$ cat config.mk
export PLATFORM = sky130hd
export DESIGN_NAME = pwm_common_ctrl
export DESIGN_NICKNAME = d
export VERILOG_FILES = /design/src/hw/pwm_common_pkg.sv /design/src/hw/pwm_common_ctrl.sv
export VERILOG_INCLUDE_DIRS = /design/src /design/src/hw
export SDC_FILE = /design/constraint.sdc
export NUM_CORES = 1
export LEC_CHECK = 0
export BUFFER_PORTS_ARGS = -buffer_cell sky130_fd_sc_hd__buf_2
export CAP_MARGIN = 20
export CORE_MARGIN = 1.5
export CORE_UTILIZATION = 50
export DETAILED_ROUTE_END_ITERATION = 10
export GPL_ROUTABILITY_DRIVEN = 0
export PLACE_DENSITY = 0.76
export REMOVE_ABC_BUFFERS = 1
export SLEW_MARGIN = 20
export SYNTH_ARGS = -nofsm -noshare
export SYNTH_HDL_FRONTEND = slang
export SYNTH_SLANG_ARGS = --single-unit
$ cat constraint.sdc
create_clock -name core_clk_in -period 8.42 [get_ports core_clk_in]
set_input_delay 0 -clock core_clk_in [delete_from_list [all_inputs] [get_ports core_clk_in]]
set_output_delay 0 -clock core_clk_in [all_outputs]
set_load 0.05 [all_outputs]
$ cat src/hw/pwm_common_params.svh
`ifndef PWM_COMMON_PARAMS_SVH
`define PWM_COMMON_PARAMS_SVH
// ---------------------------------------------
// register offsets
// ---------------------------------------------
`define OFS_CLK_CTRL    4'h0
`define OFS_FSCALE_INC  4'h1
`define OFS_FSCALE_MIN  4'h2
`define OFS_PHASE       4'h3
`define OFS_DUTY        4'h4
`define OFS_IRQ_STATUS  4'h5
`define OFS_IRQ_MASK    4'h6
`define OFS_UNLOCK      4'h7
`define OFS_GEN_ENABLE  4'h8
// ---------------------------------------------
// clock control field positions
// ---------------------------------------------
`define BIT_READY       15
`define BIT_ERROR       14
`define BIT_LOCK        8
`define DIV_HI          5
`define DIV_LO          4
`define MSEL_HI         1
`define MSEL_LO         0
// ---------------------------------------------
// interrupt status bits
// ---------------------------------------------
`define IRQ_SCALED      0
`define IRQ_ERROR       1
`define IRQ_READY       2
`define IRQ_BLOCKED     3
`define IRQ_BITS        4
// ---------------------------------------------
// values
// ---------------------------------------------
`define RST_WORD        16'h0000
`define UNLOCK_KEY_A    16'h55aa
`define UNLOCK_KEY_B    16'haa55
`define FSCALE_SAT      18'h0ffff
`endif

$ cat src/hw/pwm_common_pkg.sv
package pwm_common_pkg;
  // register port request, one cycle wide
  typedef struct packed {
    logic [3:0]  addr;
    logic [15:0] wdata;
    logic        wr;
    logic        rd;
  } reg_req_t;
  // writable fields of the clock control register
  typedef struct packed {
    logic       lock;
    logic [1:0] clock_divider_select;
    logic [1:0] master_clock_select;
  } clk_ctrl_t;
  // unlock sequence progress
  typedef enum logic [1:0] {UNLK_IDLE, UNLK_HALF, UNLK_ARMED} unlock_state_t;
endpackage

$ cat src/hw/pwm_common_ctrl.sv
// The address-and-strobe port and the register addresses were left to the implementer.
`timescale 1ns/100ps
`include "pwm_common_params.svh"
// Function
// RULE_01: ready flag shown in top bit of clock control register.
// RULE_02: error bit sets on fine edge fault; full resolution needs ready and no error.
// RULE_03: lock set blocks writes to protected registers and bits.
// RULE_04: lock clears only after the unlock sequence; otherwise ignored.
// RULE_05: divider field 00/01/10/11 divides by 2/4/8/16.
// RULE_06: select field picks aux pll, primary pll, aux vco/2 or oscillator.
// RULE_07: software avoids changing clock select while a generator runs.
// RULE_08: increment added to accumulator every master clock cycle.
// RULE_09: scaled pulse emitted when accumulator exceeds minimum period.
// RULE_10: minimum period register holds the shortest scaled period.
// RULE_11: sixteen-bit shared phase register for all generators.
// RULE_12: sixteen-bit shared duty register for all generators.
// RULE_13: software keeps duty at least 0x0008, or 0x0020 in fine mode.
// RULE_14: eight generators with two outputs each share these resources.
// RULE_15: unimplemented clock control bits read zero, ignore writes.
// RULE_16: after a pulse minimum period is subtracted, keeping the remainder; the code caps a remainder above FSCALE_SAT at FSCALE_SAT.
// RULE_17: all common registers reset to zero.
module pwm_common_ctrl #(
  parameter int NUM_GEN = 8
) (
  // clock and reset
  input  wire logic                      core_clk_in,
  input  wire logic                      rst_in,
  // register port
  input  wire pwm_common_pkg::reg_req_t  reg_req_in,
  output logic [15:0]                    reg_rdata_out,
  // fine edge circuitry status
  input  wire logic                      fine_edge_ready_in,
  input  wire logic                      fine_edge_fault_in,
  // clock and shared values to generators
  output logic [1:0]                     master_clock_select_out,
  output logic [NUM_GEN-1:0]             gen_clk_tick_out,
  output logic                           scaled_clk_out,
  output logic [15:0]                    shared_phase_value_out,
  output logic [15:0]                    shared_duty_value_out,
  output logic                           full_resolution_out,
  output logic                           lock_out,
  // interrupt
  output logic                           irq_out
);

  // ---------------------------------------------
  // state
  // ---------------------------------------------
  pwm_common_pkg::clk_ctrl_t     ctrl;
  pwm_common_pkg::unlock_state_t unlock_st;
  logic [15:0]          freq_scale_increment;
  logic [15:0]          freq_scale_min_period;
  logic [15:0]          shared_phase_value;
  logic [15:0]          shared_duty_value;
  logic [NUM_GEN-1:0]   gen_enable;
  logic [`IRQ_BITS-1:0] irq_status;
  logic [`IRQ_BITS-1:0] irq_mask;
  logic [2:0]           rdy_sync;
  logic [2:0]           flt_sync;
  logic                 fine_edge_ready;
  logic                 fine_edge_fault;
  logic                 fine_edge_error;
  logic [3:0]           div_count;
  logic [17:0]          fscale_acc;
  logic [17:0]          next_acc;
  logic                 next_pulse;
  logic                 wr_en;
  logic                 blocked_wr;
  logic                 ready_rise;
  logic                 lock_clear_ok;

  // decoded write to one offset
  function automatic logic hit(input logic [3:0] ofs);
    return reg_req_in.wr && (reg_req_in.addr == ofs);
  endfunction

  // divider terminal mask: 1, 3, 7 or 15 gives 2, 4, 8, 16
  function automatic logic [3:0] div_mask(input logic [1:0] sel);
    case (sel)
      2'h0:    return 4'h1;
      2'h1:    return 4'h3;
      2'h2:    return 4'h7;
      default: return 4'hf;
    endcase
  endfunction

  assign wr_en         = reg_req_in.wr;
  // protected targets: clock selection fields and generator enables
  // spelled out: a function reading the port would hide it from this assignment
  assign blocked_wr    = ctrl.lock && reg_req_in.wr &&
                         (reg_req_in.addr == `OFS_CLK_CTRL ||
                          reg_req_in.addr == `OFS_GEN_ENABLE); // [RULE_03]
  assign lock_clear_ok = (unlock_st == pwm_common_pkg::UNLK_ARMED);

  // ---------------------------------------------
  // input synchronisers
  // ---------------------------------------------
  // three stages; a level counts once stages two and three agree
  always_ff @(posedge core_clk_in) begin
    if (rst_in) begin
      rdy_sync <= 3'h0;
      flt_sync <= 3'h0;
    end else begin
      rdy_sync <= {rdy_sync[1:0], fine_edge_ready_in};
      flt_sync <= {flt_sync[1:0], fine_edge_fault_in};
    end
  end

  always_ff @(posedge core_clk_in) begin
    if (rst_in) begin
      fine_edge_ready <= 1'b0;
      fine_edge_fault <= 1'b0;
    end else begin
      if (rdy_sync[1] == rdy_sync[2]) begin
        fine_edge_ready <= rdy_sync[2];
      end
      if (flt_sync[1] == flt_sync[2]) begin
        fine_edge_fault <= flt_sync[2];
      end
    end
  end

  assign ready_rise = (rdy_sync[1] == rdy_sync[2]) && rdy_sync[2] && !fine_edge_ready;

  // ---------------------------------------------
  // unlock sequence
  // ---------------------------------------------
  // two key writes arm; the next write consumes it, whatever its offset
  always_ff @(posedge core_clk_in) begin
    if (rst_in) begin
      unlock_st <= pwm_common_pkg::UNLK_IDLE;
    end else if (hit(`OFS_UNLOCK)) begin
      case (unlock_st)
        pwm_common_pkg::UNLK_IDLE:
          unlock_st <= (reg_req_in.wdata == `UNLOCK_KEY_A) ?
                       pwm_common_pkg::UNLK_HALF : pwm_common_pkg::UNLK_IDLE;
        pwm_common_pkg::UNLK_HALF:
          unlock_st <= (reg_req_in.wdata == `UNLOCK_KEY_B) ?
                       pwm_common_pkg::UNLK_ARMED : pwm_common_pkg::UNLK_IDLE;
        default:
          unlock_st <= pwm_common_pkg::UNLK_IDLE;
      endcase
    end else if (wr_en) begin
      // any other write breaks the sequence
      unlock_st <= pwm_common_pkg::UNLK_IDLE; // [RULE_04]
    end
  end

  // ---------------------------------------------
  // clock control register
  // ---------------------------------------------
  always_ff @(posedge core_clk_in) begin
    if (rst_in) begin
      ctrl <= '0; // [RULE_17]
    end else if (hit(`OFS_CLK_CTRL)) begin
      // setting the lock is always allowed, clearing needs the sequence
      if (reg_req_in.wdata[`BIT_LOCK]) begin
        ctrl.lock <= 1'b1;
      end else if (lock_clear_ok) begin
        ctrl.lock <= 1'b0; // [RULE_04]
      end
      if (!ctrl.lock) begin
        ctrl.clock_divider_select <= reg_req_in.wdata[`DIV_HI:`DIV_LO]; // [RULE_05]
        ctrl.master_clock_select  <= reg_req_in.wdata[`MSEL_HI:`MSEL_LO]; // [RULE_06]
      end
    end
  end

  // error is sticky; a fault in the clearing cycle wins
  always_ff @(posedge core_clk_in) begin
    if (rst_in) begin
      fine_edge_error <= 1'b0;
    end else if (fine_edge_fault) begin
      fine_edge_error <= 1'b1; // [RULE_02]
    end else if (hit(`OFS_CLK_CTRL) && reg_req_in.wdata[`BIT_ERROR]) begin
      fine_edge_error <= 1'b0;
    end
  end

  // ---------------------------------------------
  // data registers
  // ---------------------------------------------
  always_ff @(posedge core_clk_in) begin
    if (rst_in) begin
      freq_scale_increment  <= `RST_WORD; // [RULE_17]
      freq_scale_min_period <= `RST_WORD;
      shared_phase_value    <= `RST_WORD;
      shared_duty_value     <= `RST_WORD;
    end else begin
      if (hit(`OFS_FSCALE_INC)) begin
        freq_scale_increment <= reg_req_in.wdata;
      end
      if (hit(`OFS_FSCALE_MIN)) begin
        freq_scale_min_period <= reg_req_in.wdata; // [RULE_10]
      end
      if (hit(`OFS_PHASE)) begin
        shared_phase_value <= reg_req_in.wdata; // [RULE_11]
      end
      if (hit(`OFS_DUTY)) begin
        shared_duty_value <= reg_req_in.wdata; // [RULE_12]
      end
    end
  end

  // generator enables are write protected by the lock
  always_ff @(posedge core_clk_in) begin
    if (rst_in) begin
      gen_enable <= '0;
    end else if (hit(`OFS_GEN_ENABLE) && !ctrl.lock) begin
      gen_enable <= reg_req_in.wdata[NUM_GEN-1:0]; // [RULE_03]
    end
  end

  // ---------------------------------------------
  // clock divider
  // ---------------------------------------------
  // free running count; generators get one tick per divided period
  always_ff @(posedge core_clk_in) begin
    if (rst_in) begin
      div_count        <= 4'h0;
      gen_clk_tick_out <= '0;
    end else begin
      if ((div_count & div_mask(ctrl.clock_divider_select)) ==
          div_mask(ctrl.clock_divider_select)) begin
        div_count        <= 4'h0;
        gen_clk_tick_out <= gen_enable; // [RULE_05] [RULE_14]
      end else begin
        div_count        <= div_count + 4'h1;
        gen_clk_tick_out <= '0;
      end
    end
  end

  // ---------------------------------------------
  // frequency scaling accumulator
  // ---------------------------------------------
  // wide sum keeps carries; remainder saturates so it can never wrap
  always_comb begin
    next_acc   = fscale_acc + {2'h0, freq_scale_increment}; // [RULE_08]
    next_pulse = next_acc > {2'h0, freq_scale_min_period}; // [RULE_09]
    if (next_pulse) begin
      next_acc = next_acc - {2'h0, freq_scale_min_period}; // [RULE_16]
    end
    if (next_acc > `FSCALE_SAT) begin
      next_acc = `FSCALE_SAT;
    end
  end

  always_ff @(posedge core_clk_in) begin
    if (rst_in) begin
      fscale_acc     <= 18'h0;
      scaled_clk_out <= 1'b0;
    end else begin
      fscale_acc     <= next_acc;
      scaled_clk_out <= next_pulse;
    end
  end

  // ---------------------------------------------
  // interrupts
  // ---------------------------------------------
  // write one clears; a new event in the same cycle wins
  always_ff @(posedge core_clk_in) begin
    if (rst_in) begin
      irq_status <= '0;
      irq_mask   <= '0;
    end else begin
      if (hit(`OFS_IRQ_MASK)) begin
        irq_mask <= reg_req_in.wdata[`IRQ_BITS-1:0];
      end
      irq_status <= (irq_status &
                     ~(hit(`OFS_IRQ_STATUS) ? reg_req_in.wdata[`IRQ_BITS-1:0] : '0)) |
                    {blocked_wr, ready_rise, fine_edge_fault, next_pulse};
    end
  end

  always_ff @(posedge core_clk_in) begin
    if (rst_in) begin
      irq_out <= 1'b0;
    end else begin
      irq_out <= |(irq_status & irq_mask);
    end
  end

  // ---------------------------------------------
  // outputs and read port
  // ---------------------------------------------
  always_ff @(posedge core_clk_in) begin
    if (rst_in) begin
      master_clock_select_out <= 2'h0;
      shared_phase_value_out  <= `RST_WORD;
      shared_duty_value_out   <= `RST_WORD;
      full_resolution_out     <= 1'b0;
      lock_out                <= 1'b0;
    end else begin
      master_clock_select_out <= ctrl.master_clock_select; // [RULE_06]
      shared_phase_value_out  <= shared_phase_value;
      shared_duty_value_out   <= shared_duty_value;
      full_resolution_out     <= fine_edge_ready && !fine_edge_error; // [RULE_02]
      lock_out                <= ctrl.lock;
    end
  end

  // read data stand only in the cycle after the strobe
  always_ff @(posedge core_clk_in) begin
    if (rst_in) begin
      reg_rdata_out <= `RST_WORD;
    end else if (reg_req_in.rd) begin
      reg_rdata_out <= `RST_WORD;
      case (reg_req_in.addr)
        `OFS_CLK_CTRL: begin
          // unlisted positions stay zero
          reg_rdata_out[`BIT_READY]         <= fine_edge_ready; // [RULE_01] [RULE_15]
          reg_rdata_out[`BIT_ERROR]         <= fine_edge_error;
          reg_rdata_out[`BIT_LOCK]          <= ctrl.lock;
          reg_rdata_out[`DIV_HI:`DIV_LO]    <= ctrl.clock_divider_select;
          reg_rdata_out[`MSEL_HI:`MSEL_LO]  <= ctrl.master_clock_select;
        end
        `OFS_FSCALE_INC: reg_rdata_out <= freq_scale_increment;
        `OFS_FSCALE_MIN: reg_rdata_out <= freq_scale_min_period;
        `OFS_PHASE:      reg_rdata_out <= shared_phase_value;
        `OFS_DUTY:       reg_rdata_out <= shared_duty_value;
        `OFS_IRQ_STATUS: reg_rdata_out[`IRQ_BITS-1:0] <= irq_status;
        `OFS_IRQ_MASK:   reg_rdata_out[`IRQ_BITS-1:0] <= irq_mask;
        `OFS_GEN_ENABLE: reg_rdata_out[NUM_GEN-1:0]   <= gen_enable;
        default:         reg_rdata_out <= `RST_WORD;
      endcase
    end else begin
      reg_rdata_out <= `RST_WORD;
    end
  end

  // ---------------------------------------------
  // assertions
  // ---------------------------------------------
  a_lock_blocks_div: assert property (@(posedge core_clk_in) disable iff (rst_in) // [RULE_03]
    ctrl.lock && reg_req_in.wr && reg_req_in.addr == `OFS_CLK_CTRL
    |=> $stable(ctrl.clock_divider_select))
    else $error("divider changed while locked");

  a_lock_clear_seq: assert property (@(posedge core_clk_in) disable iff (rst_in) // [RULE_04]
    $fell(ctrl.lock) |-> $past(unlock_st) == pwm_common_pkg::UNLK_ARMED)
    else $error("lock cleared without unlock");

  a_ready_read: assert property (@(posedge core_clk_in) disable iff (rst_in) // [RULE_01]
    reg_req_in.rd && reg_req_in.addr == `OFS_CLK_CTRL
    |=> reg_rdata_out[`BIT_READY] == $past(fine_edge_ready))
    else $error("ready bit misread");

  a_unimpl_zero: assert property (@(posedge core_clk_in) disable iff (rst_in) // [RULE_15]
    reg_req_in.rd && reg_req_in.addr == `OFS_CLK_CTRL
    |=> reg_rdata_out[13:9] == 5'h0 && reg_rdata_out[7:6] == 2'h0 &&
        reg_rdata_out[3:2] == 2'h0)
    else $error("unimplemented bit nonzero");

  a_error_sticky: assert property (@(posedge core_clk_in) disable iff (rst_in) // [RULE_02]
    fine_edge_fault |=> fine_edge_error ##1 !full_resolution_out)
    else $error("fault did not set error");

  a_div_ratio: assert property (@(posedge core_clk_in) disable iff (rst_in) // [RULE_05]
    gen_clk_tick_out[0] && ctrl.clock_divider_select == 2'h0 && $stable(ctrl)
    |=> !gen_clk_tick_out[0] ##1 (gen_clk_tick_out[0] == $past(gen_enable[0])))
    else $error("divide by two period wrong");

  a_acc_adds: assert property (@(posedge core_clk_in) disable iff (rst_in) // [RULE_08]
    !next_pulse && next_acc < `FSCALE_SAT
    |=> fscale_acc == $past(fscale_acc) + {2'h0, $past(freq_scale_increment)})
    else $error("accumulator did not add");

  a_scaled_pulse: assert property (@(posedge core_clk_in) disable iff (rst_in) // [RULE_09]
    fscale_acc + {2'h0, freq_scale_increment} > {2'h0, freq_scale_min_period}
    |=> scaled_clk_out)
    else $error("scaled pulse missing");

  a_remainder: assert property (@(posedge core_clk_in) disable iff (rst_in) // [RULE_16]
    next_pulse && next_acc < `FSCALE_SAT |=> fscale_acc == $past(fscale_acc) +
    {2'h0, $past(freq_scale_increment)} - {2'h0, $past(freq_scale_min_period)})
    else $error("remainder not kept");

  a_duty_path: assert property (@(posedge core_clk_in) disable iff (rst_in) // [RULE_12]
    reg_req_in.wr && reg_req_in.addr == `OFS_DUTY
    |=> ##1 shared_duty_value_out == $past(reg_req_in.wdata, 2))
    else $error("shared duty not forwarded");

endmodule

==> metrics <==
Nets=1125; Routed WL per cell=16.1 µm; Seq/Total Area, Yosys=43.4%; post-route ant nets=0; share of layout cells above drive strength 1=13.7%; Syn. warnings=0; PortBufs=87; synthesized area=8300 µm²; Ant. Diodes=0; Switching Share=34.2%; asr flop ratio synth=0%; clock share of power=30.9%; Post-synth top flop=dfxtp_1; pre-CTS setup slack=3680 ps; number of buffers created by CTS=17; status=completed; largest cells by area after synthesis=dfxtp_1 43%, nand2_1 8.0%, a21oi_1 7.4%; number of setup buffers added after CTS=0; post-DP HPWL=14600 µm; pin count of the biggest net entering global routing=101; final hold violation count=0; critical setup path kind=register to register; fmax=208 MHz; post-synth cell types=68; initial core utilization=51.7%; syn_area_per_cell=8.48 µm²; top cell type's share of synthesized area=43.4%; TNS Setup=0 ps; post-synthesis register bit count=180; clock skew=11.3 ps; Psw=0.876 mW; initial antenna violation count=0; Routed Wire Length=20800 µm; Rows=46; GRT Overall Usage=23.6%; IO Pins=88; gr ovfl total=0; leakage power figure=3.82 nW; RSZ-0062 raised after global routing=no; Comb pwr share=33.0%; Die W=132 µm; die area=17400 µm²; crit path max fanout=19; Final min period=4800 ps; initial drt markers=704; Area Growth Syn to Fin=16.5%; Final period util=57.0%; Hold WC Path Type=input pin to register; DRC Markers=0; Worst setup SP type=register; Int Pwr=1.68 mW; number of global-route vias before repair=6518; CTS root buffer=clkbuf_16; Slew Limit Headroom=26.1%; Seq pwr share=36.1%; Final Slew Violations=0; Worst VDD drop=0.129 mV; Max H-tree Level=4; Max Cap Viol=0; clock latency at the later pin of the worst-skew pair=420 ps; FF-to-FF setup slack=3620 ps; Worst-Margin Slew=1110 ps; Syn Inst Count=979; clk buf depth=2; Final WS setup=3620 ps; Final Setup Violations=0; Cell Pwr Density=265 nW/µm²; via/cell ratio=5.67; first-pass GRT wire length=33500 µm; crit path DAT=5150 ps; CP required=8760 ps; Core ar.=16100 µm²; Worst-path clk slew=70 ps; clk sinks=180; Pre-antenna DRT Iters=5; EDFF count, synth=0; crit end category=register; CTS tree=yes; die height=132 µm; area leader, netlist=dfxtp_1; DR vias=7329
-- final timing paths --
path	from	endpoint	cells after the start
setup / recovery	freq_scale_increment[0]$_SDFFE_PP0P_	fscale_acc[1]$_SDFF_PP0_	16
hold / removal	rst_in	irq_status[1]$_SDFF_PP0_	2
setup reg to reg	freq_scale_increment[0]$_SDFFE_PP0P_	fscale_acc[1]$_SDFF_PP0_	16
hold reg to reg	flt_sync[0]$_SDFF_PP0_	flt_sync[1]$_SDFF_PP0_	1
-- layer usage --
layer / part of all wire (%) / vias to the layer above / GRT usage [%]
met5: 0 / - / 0
met4: 1.7 / 0 / 7.72
met3: 6.5 / 25 / 3.88
met2: 46 / 362 / 37.9
met1: 45 / 3392 / 32.4
li1: - / 3550 / -
-- sequential cells by signal (all words and copies together) (netlist names), 4 cells and up --
signal,flops
freq_scale_min_period,16
freq_scale_increment,16
fscale_acc,18
reg_rdata_out,16
gen_clk_tick_out,8
shared_duty_value,16
div_count,4
shared_phase_value_out,16
shared_duty_value_out,16
ctrl,5
gen_enable,8
irq_status,4
shared_phase_value,16
irq_mask,4
-- final cells by class --
| type | instances | area (µm²) |
|---|---|---|
| Fill cell | 1343 | 6390 |
| Multi-Input combinational cell | 722 | 4390 |
| Sequential cell | 180 | 3600 |
| Timing Repair Buffer | 116 | 706 |
| Clock buffer | 18 | 439 |
| Tap cell | 216 | 270 |
| Clock inverter | 14 | 164 |
| Inverter | 26 | 97.6 |
-- synthesized netlist by cell type (9+ instances only) --
cell        n
nor2_1     66
nand2_1   178
nand3_1    14
inv_1      26
nor3_1     19
a21oi_1   122
a31oi_1     9
a21o_1      9
dfxtp_1   180
clkbuf_1   47
xor2_1     11
a22oi_1    24
and2_1      9
xnor2_1    18
nor2b_1    47
o21ai_0    22
ha_1       34
mux2i_1    41
-- critical path, cell delays in order, from the launching register on --
cell	delay [ps]
dfxtp_1	330
ha_1	220
fa_1	430
a211oi_1	300
o21ai_1	140
nand3_1	180
nand2b_1	80
a21oi_1	170
xnor2_1	110
ha_1	240
a21oi_1	210
o21ai_0	150
o41a_2	410
a311oi_1	280
o221a_1	920
mux2_2	410
a21oi_1	130
-- layout by cell type, fill, tap and decap left out, types with 17 or more instances in the layout --
master         count
dfxtp_1          180
nand2_1          178
a21oi_1          122
buf_2             86
nor2_1            66
nor2b_1           47
mux2i_1           41
ha_1              34
inv_1             26
a22oi_1           24
o21ai_0           22
dlygate4sd3_1     20
xnor2_1           18
nor3_1            17
clkbuf_16         17
-- repair_timing --
action,4_1_cts,5_1_grt
endpoints found under the hold margin,82,0
resized for setup,0,0
hold buffers,20,0
-- per-stage QoR --
stage	power (mW)	utilization, %	instances	instance area (µm²)	hold WS (ps)
6_report	2.56	60.2	1292	9670	39.4
5_1_grt	2.69	60.2	1292	9670	59.2
4_1_cts	2.55	60.2	1292	9670	33.5
3_5_place_dp	1.77	55.2	1240	8870	215
3_3_place_gp	1.75	55.2	1240	8870	211
2_1_floorplan	1.58	-	928	8060	66.7
-- power groups by stage --
stage,clock [mW],combinational [mW],sequential [mW]
after floorplan,0,0.643,0.941
after global placement,0,0.809,0.943
final,0.790,0.846,0.925
after detailed placement,0,0.822,0.944
after global routing,0.834,0.930,0.927
after CTS,0.795,0.834,0.924
-- kinds of logic (layout without fill, tap and decap cells) --
| family | count (synthesis) | after routing | synth area share [%] |
|---|---|---|---|
| simple gates | 379 | 379 | 21.2 |
| compound gates | 233 | 233 | 17.4 |
| flops | 180 | 180 | 43.4 |
| buf+inv | 78 | 174 | 4.10 |
| mux | 43 | 43 | 5.21 |
| fa+ha+maj | 36 | 36 | 5.61 |
| xor+xnor | 29 | 29 | 3.06 |
| other cells | 1 | 2 | 0.0452 |
(Power assumes the default switching activity.)
